[src/verilog/msi_pkg.sv]
/*
 Package for the modem status and interrupt logic: register offsets, bit
 positions, reset values, task codes and the carrier structs.
 Assumes the modem core supplies task and event strobes on ref_clk.
*/
package msi_pkg;

   // Register offsets on the 8-bit host port
   localparam logic [4:0] MSI_OFS_PRIMARY_STATUS = 5'h01;
   localparam logic [4:0] MSI_OFS_OPERATING_MODE = 5'h03;
   localparam logic [4:0] MSI_OFS_QUALITY        = 5'h02;
   localparam logic [4:0] MSI_OFS_SECOND_STATUS  = 5'h0A;

   // Operating mode bit positions
   localparam int MSI_MODE_IRQ_OE  = 7;
   localparam int MSI_MODE_TX_RX   = 5;
   localparam int MSI_MODE_SCR_EN  = 4;
   localparam int MSI_MODE_LOCK_EN = 3;
   localparam int MSI_MODE_QUAL_EN = 2;
   localparam int MSI_MODE_ADC_EN  = 1;
   localparam int MSI_MODE_DAC_EN  = 0;

   // Primary status bit positions
   localparam int MSI_ST_IRQ    = 7;
   localparam int MSI_ST_BUFFER_FREE_FLAG  = 6;
   localparam int MSI_ST_IEMPTY = 5;
   localparam int MSI_ST_OVF    = 4;
   localparam int MSI_ST_CHKERR = 3;
   localparam int MSI_ST_QRDY   = 2;
   localparam int MSI_ST_ORIGIN = 1;
   localparam int MSI_ST_PKT    = 0;

   // Second status bits able to interrupt (7,3,2,1,0)
   localparam logic [7:0] MSI_SEC_IRQ_MASK = 8'h8F;

   // Reset values
   localparam logic [7:0] MSI_MODE_RESET = 8'h00;
   localparam logic       MSI_FLAG_SET   = 1'b1;

   // Command task codes (low nibble of command)
   localparam logic [3:0] MSI_TASK_NULL       = 4'h0;
   localparam logic [3:0] MSI_TASK_RESET      = 4'hF;
   localparam logic [3:0] MSI_TASK_SCR_OUT    = 4'hE;
   localparam logic [3:0] MSI_TASK_LONG_RX    = 4'h1;
   localparam logic [3:0] MSI_TASK_SHORT_RX   = 4'h2;
   localparam logic [3:0] MSI_TASK_SHORT_TX   = 4'h3;
   localparam logic [3:0] MSI_TASK_LONG_TX    = 4'h4;
   localparam logic [3:0] MSI_TASK_SYNC_A     = 4'h5;
   localparam logic [3:0] MSI_TASK_SYNC_B     = 4'h6;

   // Mid-level bias code for the transmit filter path
   localparam logic [7:0] MSI_BIAS_LEVEL = 8'h80;

   // Synchroniser stages for pin inputs
   localparam int MSI_SYNC_STAGES = 2;

   // Host bus access carrier
   typedef struct packed {
      logic       rd;
      logic       wr;
      logic [4:0] addr;
      logic [7:0] wdata;
   } msi_bus_t;

   // Core event strobes, one cycle each
   typedef struct packed {
      logic       task_done;
      logic       tx_ready;
      logic       ibuf_low;
      logic       task_late;
      logic       check_done;
      logic       check_err;
      logic       qual_done;
      logic       sync_done;
      logic [2:0] sync_pre;
      logic       active;
      logic [3:0] task_code;
   } msi_core_t;

endpackage : msi_pkg

[src/verilog/msi_sync.sv]
/*
 Two-flop synchroniser for pin level inputs.
 Assumes the input is a slow level with no timing relation to ref_clk.
*/
`timescale 1ns/1ps
module msi_sync
   import msi_pkg::*;
#(
   parameter int WIDTH = 1
) (
   input  wire logic             ref_clk,
   input  wire logic             nrst,
   input  wire logic [WIDTH-1:0] din,
   output logic      [WIDTH-1:0] dout
);

   logic [WIDTH-1:0] meta_reg;

   initial begin
      if (WIDTH < 1) $error("msi_sync WIDTH must be at least 1");
   end

   // First stage read only by the second
   always_ff @(posedge ref_clk or negedge nrst) begin
      if (!nrst) begin
         meta_reg <= '0;
         dout     <= '0;
      end else begin
         meta_reg <= din;
         dout     <= meta_reg;
      end
   end

endmodule : msi_sync

[src/verilog/msi_status_irq.sv]
/*
 Status flags, operating mode register and interrupt request of the modem.
 Assumes host bus strobes and core event strobes are synchronous to ref_clk,
 and that the packet detect and lock-lost levels arrive from pins.
*/
// Summary of operation
// - Scrambler runs only in scrambled-output and data block tasks if enabled.
// - Lock-lost rise sets second status bit and request when enabled.
// - In receive, quality reading sets ready flag and request when enabled.
// - Mode bits 1 and 0 power main ADC and DAC.
// - Buffer-free or interleave-empty rise requests, except reset or mode change.
// - Quality, overflow, packet and second status bit (7,3,2,1,0) rises also request.
// - Request clears on reading its causing status register.
// - Interrupt pin low while request and output enable are set.
// - Buffer-free clears on any task but null, reset, scrambled-output.
// - Buffer-free rises with request when tx ready or rx task done.
// - Reset task or mode change sets buffer-free quietly.
// - Interleave-empty rises in transmit below two bits; zero in receive.
// - Reset or mode change sets interleave-empty quietly; any task but null, reset, scrambled-output clears.
// - Overflow rises on late task in receive; read, reset, change clear.
// - Check-error updates after CRC or FEC check; reset or change clear.
// - Quality-ready rises on reading done, clears on quality read.
// - Quality-ready may rise right after reset or mode drop.
// - Origin flag set by 011 preamble, cleared by 100, one error.
// - Packet-present mirrors detector, zero in transmit.
// - Select bit 1 is transmit; any change cancels the task.
`timescale 1ns/1ps
module msi_status_irq
   import msi_pkg::*;
#(
   parameter int SEC_WIDTH = 8
) (
   input  wire logic       ref_clk,
   input  wire logic       nrst,
   input  wire msi_bus_t   host_bus,
   output logic      [7:0] host_rdata,
   input  wire msi_core_t  core_evt,
   input  wire logic       baseband_en,
   input  wire logic       pkt_detect_en,
   input  wire logic       packet_pin,
   input  wire logic       lock_lost_pin,
   input  wire logic [7:0] quality_value,
   input  wire logic [SEC_WIDTH-1:0] sec_events,
   output logic            interrupt_out_low,
   output logic            scrambler_run,
   output logic            adc_power,
   output logic            dac_power,
   output logic            tx_mode,
   output logic            task_cancel,
   output logic            bias_drive,
   output logic      [7:0] bias_level
);

   initial begin
      if (SEC_WIDTH != 8) $error("msi_status_irq SEC_WIDTH must be 8");
   end

   ////////////////////////////////////////////////////////////////////////
   // Declarations
   logic [7:0] mode_reg;
   logic       irq_reg, irq_next;
   logic       irq_sec_reg, irq_sec_next;
   logic       buffer_free_flag_reg, buffer_free_flag_next;
   logic       iempty_reg, iempty_next;
   logic       ovf_reg, ovf_next;
   logic       chkerr_reg, chkerr_next;
   logic       qrdy_reg, qrdy_next;
   logic       origin_reg, origin_next;
   logic       pkt_prev_reg;
   logic       bb_prev_reg;
   logic [7:0] sec_reg, sec_next;
   logic       scr_task_reg;
   logic [1:0] pins_sync;

   // One-error-tolerant pattern match on three bits
   function automatic logic near_match(input logic [2:0] v,
                                       input logic [2:0] p);
      logic [2:0] d;
      d = v ^ p;
      near_match = (d == 3'h0) || (d == 3'h1) || (d == 3'h2) ||
                   (d == 3'h4);
   endfunction : near_match

   // Task that starts data movement
   function automatic logic is_real_task(input logic [3:0] t);
      is_real_task = (t != MSI_TASK_NULL) && (t != MSI_TASK_RESET) &&
                     (t != MSI_TASK_SCR_OUT);
   endfunction : is_real_task

   ////////////////////////////////////////////////////////////////////////
   // Pin synchronisation
   msi_sync #(
      .WIDTH (2)
   ) u_sync (
      .ref_clk (ref_clk),
      .nrst    (nrst),
      .din     ({packet_pin, lock_lost_pin}),
      .dout    (pins_sync)
   );

   wire packet_s    = pins_sync[1];
   wire lock_lost_s = pins_sync[0];

   ////////////////////////////////////////////////////////////////////////
   // Host access decode
   wire cmd_is_mode   = host_bus.addr == MSI_OFS_OPERATING_MODE;
   wire rd_primary    = host_bus.rd && host_bus.addr == MSI_OFS_PRIMARY_STATUS;
   wire rd_quality    = host_bus.rd && host_bus.addr == MSI_OFS_QUALITY;
   wire rd_second     = host_bus.rd && host_bus.addr == MSI_OFS_SECOND_STATUS;
   wire wr_mode       = host_bus.wr && cmd_is_mode;
   wire [3:0] task_w  = core_evt.task_code;
   wire task_new      = core_evt.active;
   wire task_reset    = task_new && task_w == MSI_TASK_RESET;
   wire task_real     = task_new && is_real_task(task_w);

   // Mode change detection
   wire txrx_change   = wr_mode &&
                        host_bus.wdata[MSI_MODE_TX_RX] !=
                        mode_reg[MSI_MODE_TX_RX];
   wire bb_change     = baseband_en != bb_prev_reg;
   wire mode_quiet    = task_reset || txrx_change || bb_change;
   wire is_tx         = mode_reg[MSI_MODE_TX_RX];
   wire is_rx         = !is_tx;

   ////////////////////////////////////////////////////////////////////////
   // Flag next values
   always_comb begin
      buffer_free_flag_next = buffer_free_flag_reg;
      if (task_real) buffer_free_flag_next = 1'b0;
      if ((is_tx && core_evt.tx_ready) || (is_rx && core_evt.task_done))
         buffer_free_flag_next = 1'b1;
      if (mode_quiet) buffer_free_flag_next = MSI_FLAG_SET;

      iempty_next = iempty_reg;
      if (task_real) iempty_next = 1'b0;
      if (is_tx && core_evt.ibuf_low) iempty_next = 1'b1;
      if (mode_quiet) iempty_next = MSI_FLAG_SET;

      ovf_next = ovf_reg;
      if (rd_primary) ovf_next = 1'b0;
      if (is_rx && core_evt.task_late) ovf_next = 1'b1;
      if (mode_quiet) ovf_next = 1'b0;

      chkerr_next = chkerr_reg;
      if (is_rx && core_evt.check_done)
         chkerr_next = core_evt.check_err;
      if (mode_quiet) chkerr_next = 1'b0;

      qrdy_next = qrdy_reg;
      if (rd_quality) qrdy_next = 1'b0;
      if (is_rx && core_evt.qual_done) qrdy_next = 1'b1;

      origin_next = origin_reg;
      if (is_rx && core_evt.sync_done) begin
         if (near_match(core_evt.sync_pre, 3'h3)) origin_next = 1'b1;
         else if (near_match(core_evt.sync_pre, 3'h4))
            origin_next = 1'b0;
      end
   end

   ////////////////////////////////////////////////////////////////////////
   // Interrupt causes
   wire buffer_free_flag_rise  = buffer_free_flag_next && !buffer_free_flag_reg && !mode_quiet;
   wire iempty_rise = iempty_next && !iempty_reg && !mode_quiet;
   wire qrdy_rise   = qrdy_next && !qrdy_reg &&
                      mode_reg[MSI_MODE_QUAL_EN] && is_rx;
   wire ovf_rise    = ovf_next && !ovf_reg;
   wire pkt_now     = packet_s && is_rx;
   wire pkt_rise    = pkt_now && !pkt_prev_reg && pkt_detect_en;
   wire [7:0] sec_in = {sec_events[7:1],
                        sec_events[0] | lock_lost_s};
   wire [7:0] sec_rise = sec_in & ~sec_reg & MSI_SEC_IRQ_MASK;
   wire lock_irq    = sec_in[0] && !sec_reg[0] &&
                      mode_reg[MSI_MODE_LOCK_EN];
   wire sec_cause   = (|sec_rise[7:1]) || lock_irq;
   wire pri_cause   = buffer_free_flag_rise || iempty_rise || qrdy_rise ||
                      ovf_rise || pkt_rise;

   // Second status holds until read; set wins
   always_comb begin
      sec_next = rd_second ? 8'h00 : sec_reg;
      sec_next = sec_next | sec_in;
   end

   // Request clears on its register read, set wins
   always_comb begin
      irq_sec_next = irq_sec_reg;
      irq_next     = irq_reg;
      if (rd_primary && !irq_sec_reg) irq_next = 1'b0;
      if (rd_second) begin
         irq_sec_next = 1'b0;
         irq_next     = 1'b0;
      end
      if (sec_cause) begin
         irq_sec_next = 1'b1;
         irq_next     = 1'b1;
      end
      if (pri_cause) irq_next = 1'b1;
   end

   ////////////////////////////////////////////////////////////////////////
   // Flag registers
   always_ff @(posedge ref_clk or negedge nrst) begin
      if (!nrst) begin
         buffer_free_flag_reg   <= MSI_FLAG_SET;
         iempty_reg  <= MSI_FLAG_SET;
         ovf_reg     <= 1'b0;
         chkerr_reg  <= 1'b0;
         qrdy_reg    <= 1'b0;
         origin_reg  <= 1'b0;
         irq_reg     <= 1'b0;
         irq_sec_reg <= 1'b0;
         sec_reg     <= 8'h00;
      end else begin
         buffer_free_flag_reg   <= buffer_free_flag_next;
         iempty_reg  <= iempty_next;
         ovf_reg     <= ovf_next;
         chkerr_reg  <= chkerr_next;
         qrdy_reg    <= qrdy_next;
         origin_reg  <= origin_next;
         irq_reg     <= irq_next;
         irq_sec_reg <= irq_sec_next;
         sec_reg     <= sec_next;
      end
   end

   // Mode register and edge history
   always_ff @(posedge ref_clk or negedge nrst) begin
      if (!nrst) begin
         mode_reg     <= MSI_MODE_RESET;
         pkt_prev_reg <= 1'b0;
         bb_prev_reg  <= 1'b0;
      end else begin
         if (wr_mode) mode_reg <= host_bus.wdata;
         pkt_prev_reg <= pkt_now;
         bb_prev_reg  <= baseband_en;
      end
   end

   // Scrambler runs only in its tasks
   wire scr_task = task_w == MSI_TASK_SCR_OUT || task_w == MSI_TASK_LONG_RX
                   || task_w == MSI_TASK_SHORT_RX
                   || task_w == MSI_TASK_SHORT_TX
                   || task_w == MSI_TASK_LONG_TX;

   always_ff @(posedge ref_clk or negedge nrst) begin
      if (!nrst) scr_task_reg <= 1'b0;
      else       scr_task_reg <= core_evt.active && scr_task && !txrx_change;
   end

   ////////////////////////////////////////////////////////////////////////
   // Read data and outputs
   wire [7:0] status_word = {irq_reg, buffer_free_flag_reg, iempty_reg & is_tx,
                             ovf_reg & is_rx, chkerr_reg & is_rx,
                             qrdy_reg, origin_reg & is_rx,
                             pkt_prev_reg};

   always_ff @(posedge ref_clk or negedge nrst) begin
      if (!nrst) host_rdata <= 8'h00;
      else if (rd_primary) host_rdata <= status_word;
      else if (rd_quality) host_rdata <= is_rx ? quality_value : 8'h00;
      else if (rd_second) host_rdata <= sec_reg;
      else host_rdata <= 8'h00;
   end

   assign interrupt_out_low = !(irq_reg && mode_reg[MSI_MODE_IRQ_OE]);
   assign scrambler_run = mode_reg[MSI_MODE_SCR_EN] && scr_task_reg;
   assign adc_power     = mode_reg[MSI_MODE_ADC_EN];
   assign dac_power     = mode_reg[MSI_MODE_DAC_EN];
   assign tx_mode       = is_tx;
   assign task_cancel   = txrx_change;
   assign bias_drive    = is_tx && iempty_reg;
   assign bias_level    = MSI_BIAS_LEVEL;

endmodule : msi_status_irq

[config.mk]
export PLATFORM = sky130hd
export DESIGN_NAME = msi_status_irq
export DESIGN_NICKNAME = d
export VERILOG_FILES = /design/src/verilog/msi_pkg.sv /design/src/verilog/msi_sync.sv /design/src/verilog/msi_status_irq.sv
export SDC_FILE = /design/constraint.sdc
export NUM_CORES = 1
export LEC_CHECK = 0
export BUFFER_PORTS_ARGS = -buffer_cell sky130_fd_sc_hd__buf_4
export CAP_MARGIN = 40
export CORE_AREA = 2 2 69 71
export DETAILED_ROUTE_END_ITERATION = 7
export DIE_AREA = 0 0 71 73
export GPL_TIMING_DRIVEN = 1
export PLACE_DENSITY = 0.75
export SYNTH_ARGS = -nofsm -noshare
export SYNTH_HDL_FRONTEND = slang
export SYNTH_SLANG_ARGS = --single-unit
[constraint.sdc]
create_clock -name ref_clk -period 2.95 [get_ports ref_clk]
set_input_delay 0.59 -clock ref_clk [delete_from_list [all_inputs] [get_ports ref_clk]]
set_output_delay 0.59 -clock ref_clk [all_outputs]
set_load 0.1 [all_outputs]
==> results of run 1 <==
## worst register-to-register path, stage by stage (launching register included)
cell      delay (ns)
dfrtp_4         0.58
xnor2_1         0.19
nor4_4          0.35
a311oi_1        0.17
a2111o_1        0.41
## power breakdown
group,total (W),leakage (nW),internal (W),switching [W]
Combinational,0.000350,0.658,0.000116,0.000234
Clock,0.000358,0.0482,0.000188,0.000169
Sequential,0.000601,0.440,0.000567,0.0000347
## per-layer routing
layer	GRT usage (%)	wire length (um)	up-vias
met4	6.92	67	0
met5	0	0	-
met1	18.5	1580	666
met2	25.0	1810	51
met3	3.59	258	6
li1	-	-	677
## cells in the mapped netlist
cell type  instances  area [sq um]
nor2b_1            6          37.5
maj3_1             1          10.0
or4b_1             1          10.0
a2111o_1           1          11.3
or3b_4             1          11.3
a2bb2oi_1          1          8.76
a22oi_1            6          45.0
nor2_1             9          33.8
nor3b_1            6          45.0
o31ai_1            1          7.51
nand3b_1           2          15.0
dfrtp_1           36           901
dfstp_2            2          52.6
mux2_2             8          90.1
inv_1              7          26.3
and3_1             1          6.26
xor2_1             1          8.76
or4_1              1          7.51
o21ai_0            3          15.0
o211a_1            1          10.0
clkbuf_1           4          15.0
mux2i_1            3          30.0
or3b_2             1          8.76
or3_1              1          6.26
clkbuf_2           1          5.00
buf_4              8          60.1
nand4bb_1          1          11.3
a221o_1            3          30.0
nand2_1           16          60.1
o22ai_1            2          12.5
a32oi_1            1          8.76
nor4_1             2          12.5
xnor2_1            1          8.76
conb_1             2          7.51
nor3_2             1          10.0
a21o_1             4          30.0
and2_1             2          12.5
o22a_1             1          8.76
a311oi_1           1          8.76
nand3_1            1          5.00
a21oi_1            6          30.0
## worst min-delay path by stage
stage	start	to	slack [ns]	cells after the start
detailed placement	u_sync.meta_reg[1]	u_sync.dout[1]	0.34	0
floorplan	nrst	bb_prev_reg	0.29	0
global placement	u_sync.meta_reg[0]	u_sync.dout[0]	0.33	0
global route	nrst	sec_reg[0]	0.29	1
CTS	nrst	irq_sec_reg	0.27	1
finish	nrst	host_rdata[6]	0.26	1
## stage by stage
step	worst slack, ns	hold WS, ns
final	0.540	0.259
after global routing	0.507	0.292
after floorplan	0.0446	0.294
after CTS	0.531	0.269
after detailed placement	0.537	0.336
after global placement	0.524	0.332
## cell families after synthesis
kind of cell	after synthesis	synth area share, %
adders and majority gates	1	0.577
and+or+nand+nor	52	16.9
AOI/OAI and AO/OA	31	13.1
xor gates and xnor gates	2	1.01
buffers and inverters	20	6.13
DFF	38	55.0
other	2	0.433
muxes	11	6.93
## layout make-up
class / instances / area share (%)
Clock buffer: 7 / 3.63
Clock inverter: 1 / 0.210
Inverter: 7 / 1.10
Multi-Input combinational cell: 105 / 29.9
Sequential cell: 38 / 40.2
Tap cell: 54 / 2.84
Timing Repair Buffer: 70 / 22.1
==> impl_metrics.toml, run 1 <==
[outcome]
status = "finished, final reports clean"

[clocking]
cts-htree-levels = 2
post-cts-setup-buffer-count = 0
root_buffer = "clkbuf_8"
cts_buffers = 5
cts_tree = "done"
clock_latency_ns = 0.28
cts_num_sinks = 38
clock_path_buffers = 2
post_cts_resize_count = 0
hold_buffers = 0
clkTransAtPathRegs_ns = 0.07

[sta]
hold_viol_final = 0
max_freq_mhz = 415
fin_crit_ns = 2.41
rsz0062_at_grt = "no"
final_max_slew_viol_count = 0
maxSlewHeadroom_pct = 53.6
period_share_pct = 81.7
final-setup-viol-count = 0
worst_slew_pin_slew_ns = 0.691
fin_tns_setup_ns = 0
fin_skew_ns = 0.00470

[worst_setup_path]
r2r_end = "irq_reg"
r2r_slack_ns = 1.13
endpoint_kind = "output pin"
path_common_cell = "buf_4"
critical_path.top_delay_family = "simple AND/OR/NAND/NOR gates"
worst_ep_required_time_ns = 2.36
rr_startpoint = "mode_reg[5]"
critPathSlowestCell = "or3b_4"
crit_buf_inv = 2
path_max_fanout = 5
worstRegToRegCells = 4
max_stage_delay_ns = 0.42
path_cells = "buf_4, or3b_4, nor4_4, buf_4"
crit_end = "task_cancel"
critPathLaunch = "host_bus[11]"
cp.arrival_ns = 1.82
cp_num_cells = 4
setup.worst_path.class = "primary input to output pin"
critPathLaunchType = "primary input"

[power]
p_leak_nw = 1.15
finalPower_w = 0.00131
peakVddDrop_mv = 0.229
p_per_area_nw_per_um2 = 550

[final_layout]
design_area_sq_um = 2380
post-route-util_pct = 52.5
fill_cells = 417
fin_nets = 280
final_cell_mix = "buf_4, dfrtp_1, nand2_1"
areaGrowthSynthToFinish_pct = 37.2
regArea_sq_um = 957
final_common_cell = "buf_4"
diodes = 0
fin_cells = 282
drive_above_1_share_pct = 40.4
multi_input_area_sq_um = 712

[routing]
drc = 0
drt-total-wl_um = 3710
ant_nets = 0
drt_iter0_markers = 79
viasPerCell = 4.96
vias = 1400
drt_first_pass_iters = 4
wl_per_cell_um = 13.2

[placement]
io_buffer_count = 66
post-dp-hpwl_um = 2820
place_area_sq_um = 2290
place.gp.congestion = 0.763
dp.cells = 274

[global_routing]
grt_usage_pct = 15.0
first_global_vias = 1282
antenna_found_initial = 0
grt_max_degree = 39
overflow = 0
grt_pass1_wl_um = 5930

[run]
cap_viol_max_count = 0

[floorplanning]
fp.dieH_um = 73
rows = 25
io_pins = 76
die_w_um = 71
core_sq_um = 4540
initial_core_util_pct = 38.2
dieArea_sq_um = 5180

[synth]
syn_area_sq_um = 1730
ys_seq_area_share_pct = 55.0
synth-seq-cells = 38
syn_inst = 157
ys_types = 41
avgSynthCellArea_sq_um = 11.0
yosysWarnings = 0

[hold_path]
holdCritPathClass = "primary input to async pin"
Note: power is estimated with default switching activity, not from simulation.
==> inputs of run 2 (changes only) <==
--- a/config.mk
+++ b/config.mk
@@ -5,11 +5,12 @@
 export SDC_FILE = /design/constraint.sdc
 export NUM_CORES = 1
 export LEC_CHECK = 0
+export ABC_AREA = 1
 export BUFFER_PORTS_ARGS = -buffer_cell sky130_fd_sc_hd__buf_4
 export CAP_MARGIN = 40
-export CORE_AREA = 2 2 69 71
+export CORE_AREA = 2 2 71 73
 export DETAILED_ROUTE_END_ITERATION = 7
-export DIE_AREA = 0 0 71 73
+export DIE_AREA = 0 0 73 75
 export GPL_TIMING_DRIVEN = 1
 export PLACE_DENSITY = 0.75
 export SYNTH_ARGS = -nofsm -noshare
==> constraint.sdc (replaced) <==
create_clock -name ref_clk -period 2.5 [get_ports ref_clk]
set_input_delay 0.5 -clock ref_clk [delete_from_list [all_inputs] [get_ports ref_clk]]
set_output_delay 0.5 -clock ref_clk [all_outputs]
set_load 0.1 [all_outputs]
==> run 2 against run 1 <==
Compared with the run above:
- highest routed layer unchanged
- count of clock-buffer cells in the layout is 2 lower
- worst hold slack worse by 0.093 ns
- die area is 5.6% higher
- clock skew is 0.0075 ns higher
- sequential power is 15% higher
==> impl_metrics.toml, run 2 <==
[worst_setup_path]
worst_ep_required_time_ns = 2.00
worstRegToRegCells = 8
max_stage_delay_ns = 0.50
cp_num_cells = 6
critical_path.top_delay_family = "flip-flops"
r2r_end = "irq_reg"
r2r_slack_ns = 1.28
cp.arrival_ns = 1.45
path_cells = "inv_1, nand2_1, nand2_1, nand3_2, inv_1, buf_4"
critPathSlowestCell = "dfrtp_2"
crit_buf_inv = 3
endpoint_kind = "output pin"
critPathLaunchType = "flip-flop"
path_max_fanout = 11
rr_startpoint = "mode_reg[5]"
setup.worst_path.class = "flip-flop to output pin"

[power]
p_sw_share_pct = 31.7
clockPowerShare_pct = 35.9
p_sw_w = 0.000547
p_per_area_nw_per_um2 = 684
peakVddDrop_mv = 0.351
internal_power_w = 0.00118
p_leak_nw = 1.46
share_seq_of_total_power_pct = 40.1
combPwrFrac_pct = 24.0

[sta]
timing.hold.ws_ns = 0.167
fin_skew_ns = 0.0122
final_max_slew_viol_count = 0
rsz0062_at_grt = "no"
max_freq_mhz = 512
final-setup-viol-count = 0
period_share_pct = 78.2
hold_viol_final = 0
fin_crit_ns = 1.95
fin_tns_setup_ns = 0

[clocking]
hold_buffers = 0
root_buffer = "clkbuf_8"
clkTransAtPathRegs_ns = 0.08
post-cts-setup-buffer-count = 0
cts_buffers = 5
cts_num_sinks = 38
post_cts_resize_count = 0
cts-htree-levels = 2
clock_path_buffers = 2
cts_tree = "done"
clock_latency_ns = 0.29

[floorplanning]
die_w_um = 73
rows = 25
dieArea_sq_um = 5480
initial_core_util_pct = 40.3
io_pins = 76
core_sq_um = 4660
fp.dieH_um = 75

[synth]
synth-seq-cells = 38
ys_seq_area_share_pct = 50.8
ys_types = 24
synthArstFlopShare_pct = 100
synth_top_area_share_pct = 48.0
synth_ff_type = "dfrtp_1"
yosysWarnings = 0
yosysTopAreaCell = "dfrtp_1"
synth.top_cells.by_count = "nand2_1, dfrtp_1, inv_1, nand3_1, nor2_1"
avgSynthCellArea_sq_um = 8.31
yosysMostFrequentCell = "nand2_1"
synth_area_leaders = "dfrtp_1, nand2_1, nand3_1, inv_1, buf_4"
syn_inst = 226
synth-edff-count = 0
syn_area_sq_um = 1880

[final_layout]
final_common_cell = "nand2_1"
fin_cells = 350
diodes = 0
drive_above_1_share_pct = 30.1
fin_nets = 348
final_cell_mix = "nand2_1, buf_4, dfrtp_1"
areaGrowthSynthToFinish_pct = 34.4

[routing]
drt-total-wl_um = 3920
drt_first_pass_iters = 4
vias = 1605
drt_iter0_markers = 72
wl_per_cell_um = 11.2
viasPerCell = 4.59
ant_nets = 0
drc = 0

[placement]
place.gp.congestion = 0.796
io_buffer_count = 66
dp.cells = 342
post-dp-hpwl_um = 2980

[global_routing]
overflow = 0
grt_max_degree = 39
grt_usage_pct = 15.6
grt_pass1_wl_um = 6550
antenna_found_initial = 0
first_global_vias = 1504

[hold_path]
holdCritPathClass = "primary input to async pin"

[outcome]
status = "finished, final reports clean"

[run]
cap_viol_max_count = 0
-- run 2: cell count changes in the layout (fill, tap and decap cells not counted), sizes merged, moves of 8 or more --
cell and delta:
mux2 -8, nor2 +10, nand3 +27, o21bai +9, nand2 +59, inv +22
-- run 2: per-stage QoR --
stage / power (W) / worst slack [ns] / util, % / cell area (sq um)
2_1_floorplan: 0.000998 / 0.263 / - / 1900
3_3_place_gp: 0.00112 / 0.572 / 51.2 / 2390
3_5_place_dp: 0.00112 / 0.548 / 51.2 / 2390
4_1_cts: 0.00174 / 0.523 / 54.1 / 2520
5_1_grt: 0.00180 / 0.433 / 54.1 / 2520
6_report: 0.00173 / 0.546 / 54.1 / 2520
-- run 2: kinds of logic after synthesis --
group | after synthesis | synth area share [%]
buffers and inverters | 40 | 10.4
AND/OR/NAND/NOR | 125 | 31.1
AO/OA/AOI/OAI | 21 | 7.33
other | 2 | 0.400
flip-flops | 38 | 50.8
-- run 2: layout make-up --
class | instances | area [sq um]
multi-input combinational | 154 | 752
clock inverter | 3 | 68.8
inverter | 29 | 109
sequential | 38 | 955
clock buffer | 5 | 68.8
tap | 54 | 67.6
timing repair buffer | 67 | 503
fill | 439 | 2140
-- run 2: layer usage --
metal | wire, um | global-route usage (%) | vias up
met5 | 0 | 0 | -
met2 | 1870 | 25.8 | 59
met1 | 1740 | 20.4 | 710
met3 | 271 | 3.75 | 5
met4 | 34 | 4.94 | 0
li1 | - | - | 831
-- run 2: worst max-delay path by stage --
stage	slack, ns	startpoint	to
floorplan	0.26	mode_reg[5]	task_cancel
global placement	0.57	host_bus[12]	task_cancel
detailed placement	0.55	host_bus[12]	task_cancel
CTS	0.52	mode_reg[5]	task_cancel
global route	0.43	mode_reg[5]	task_cancel
finish	0.55	mode_reg[5]	task_cancel
-- run 2: power by group through the flow --
stage / clock network (W) / registers (W) / logic [W]
floorplan: 0 / 0.000776 / 0.000221
global placement: 0 / 0.000704 / 0.000413
detailed placement: 0 / 0.000705 / 0.000417
CTS: 0.000633 / 0.000693 / 0.000418
global route: 0.000660 / 0.000698 / 0.000446
finish: 0.000621 / 0.000692 / 0.000414
-- run 2: worst reg2reg max path: stages, from the launching register on --
cell and delay [ns]:
dfrtp_2 0.50, inv_1 0.08, buf_4 0.18, nand2_1 0.06, nand2_1 0.06, nand2_1 0.05, nand2_1 0.05, nand3_1 0.07
nand3_1 0.07
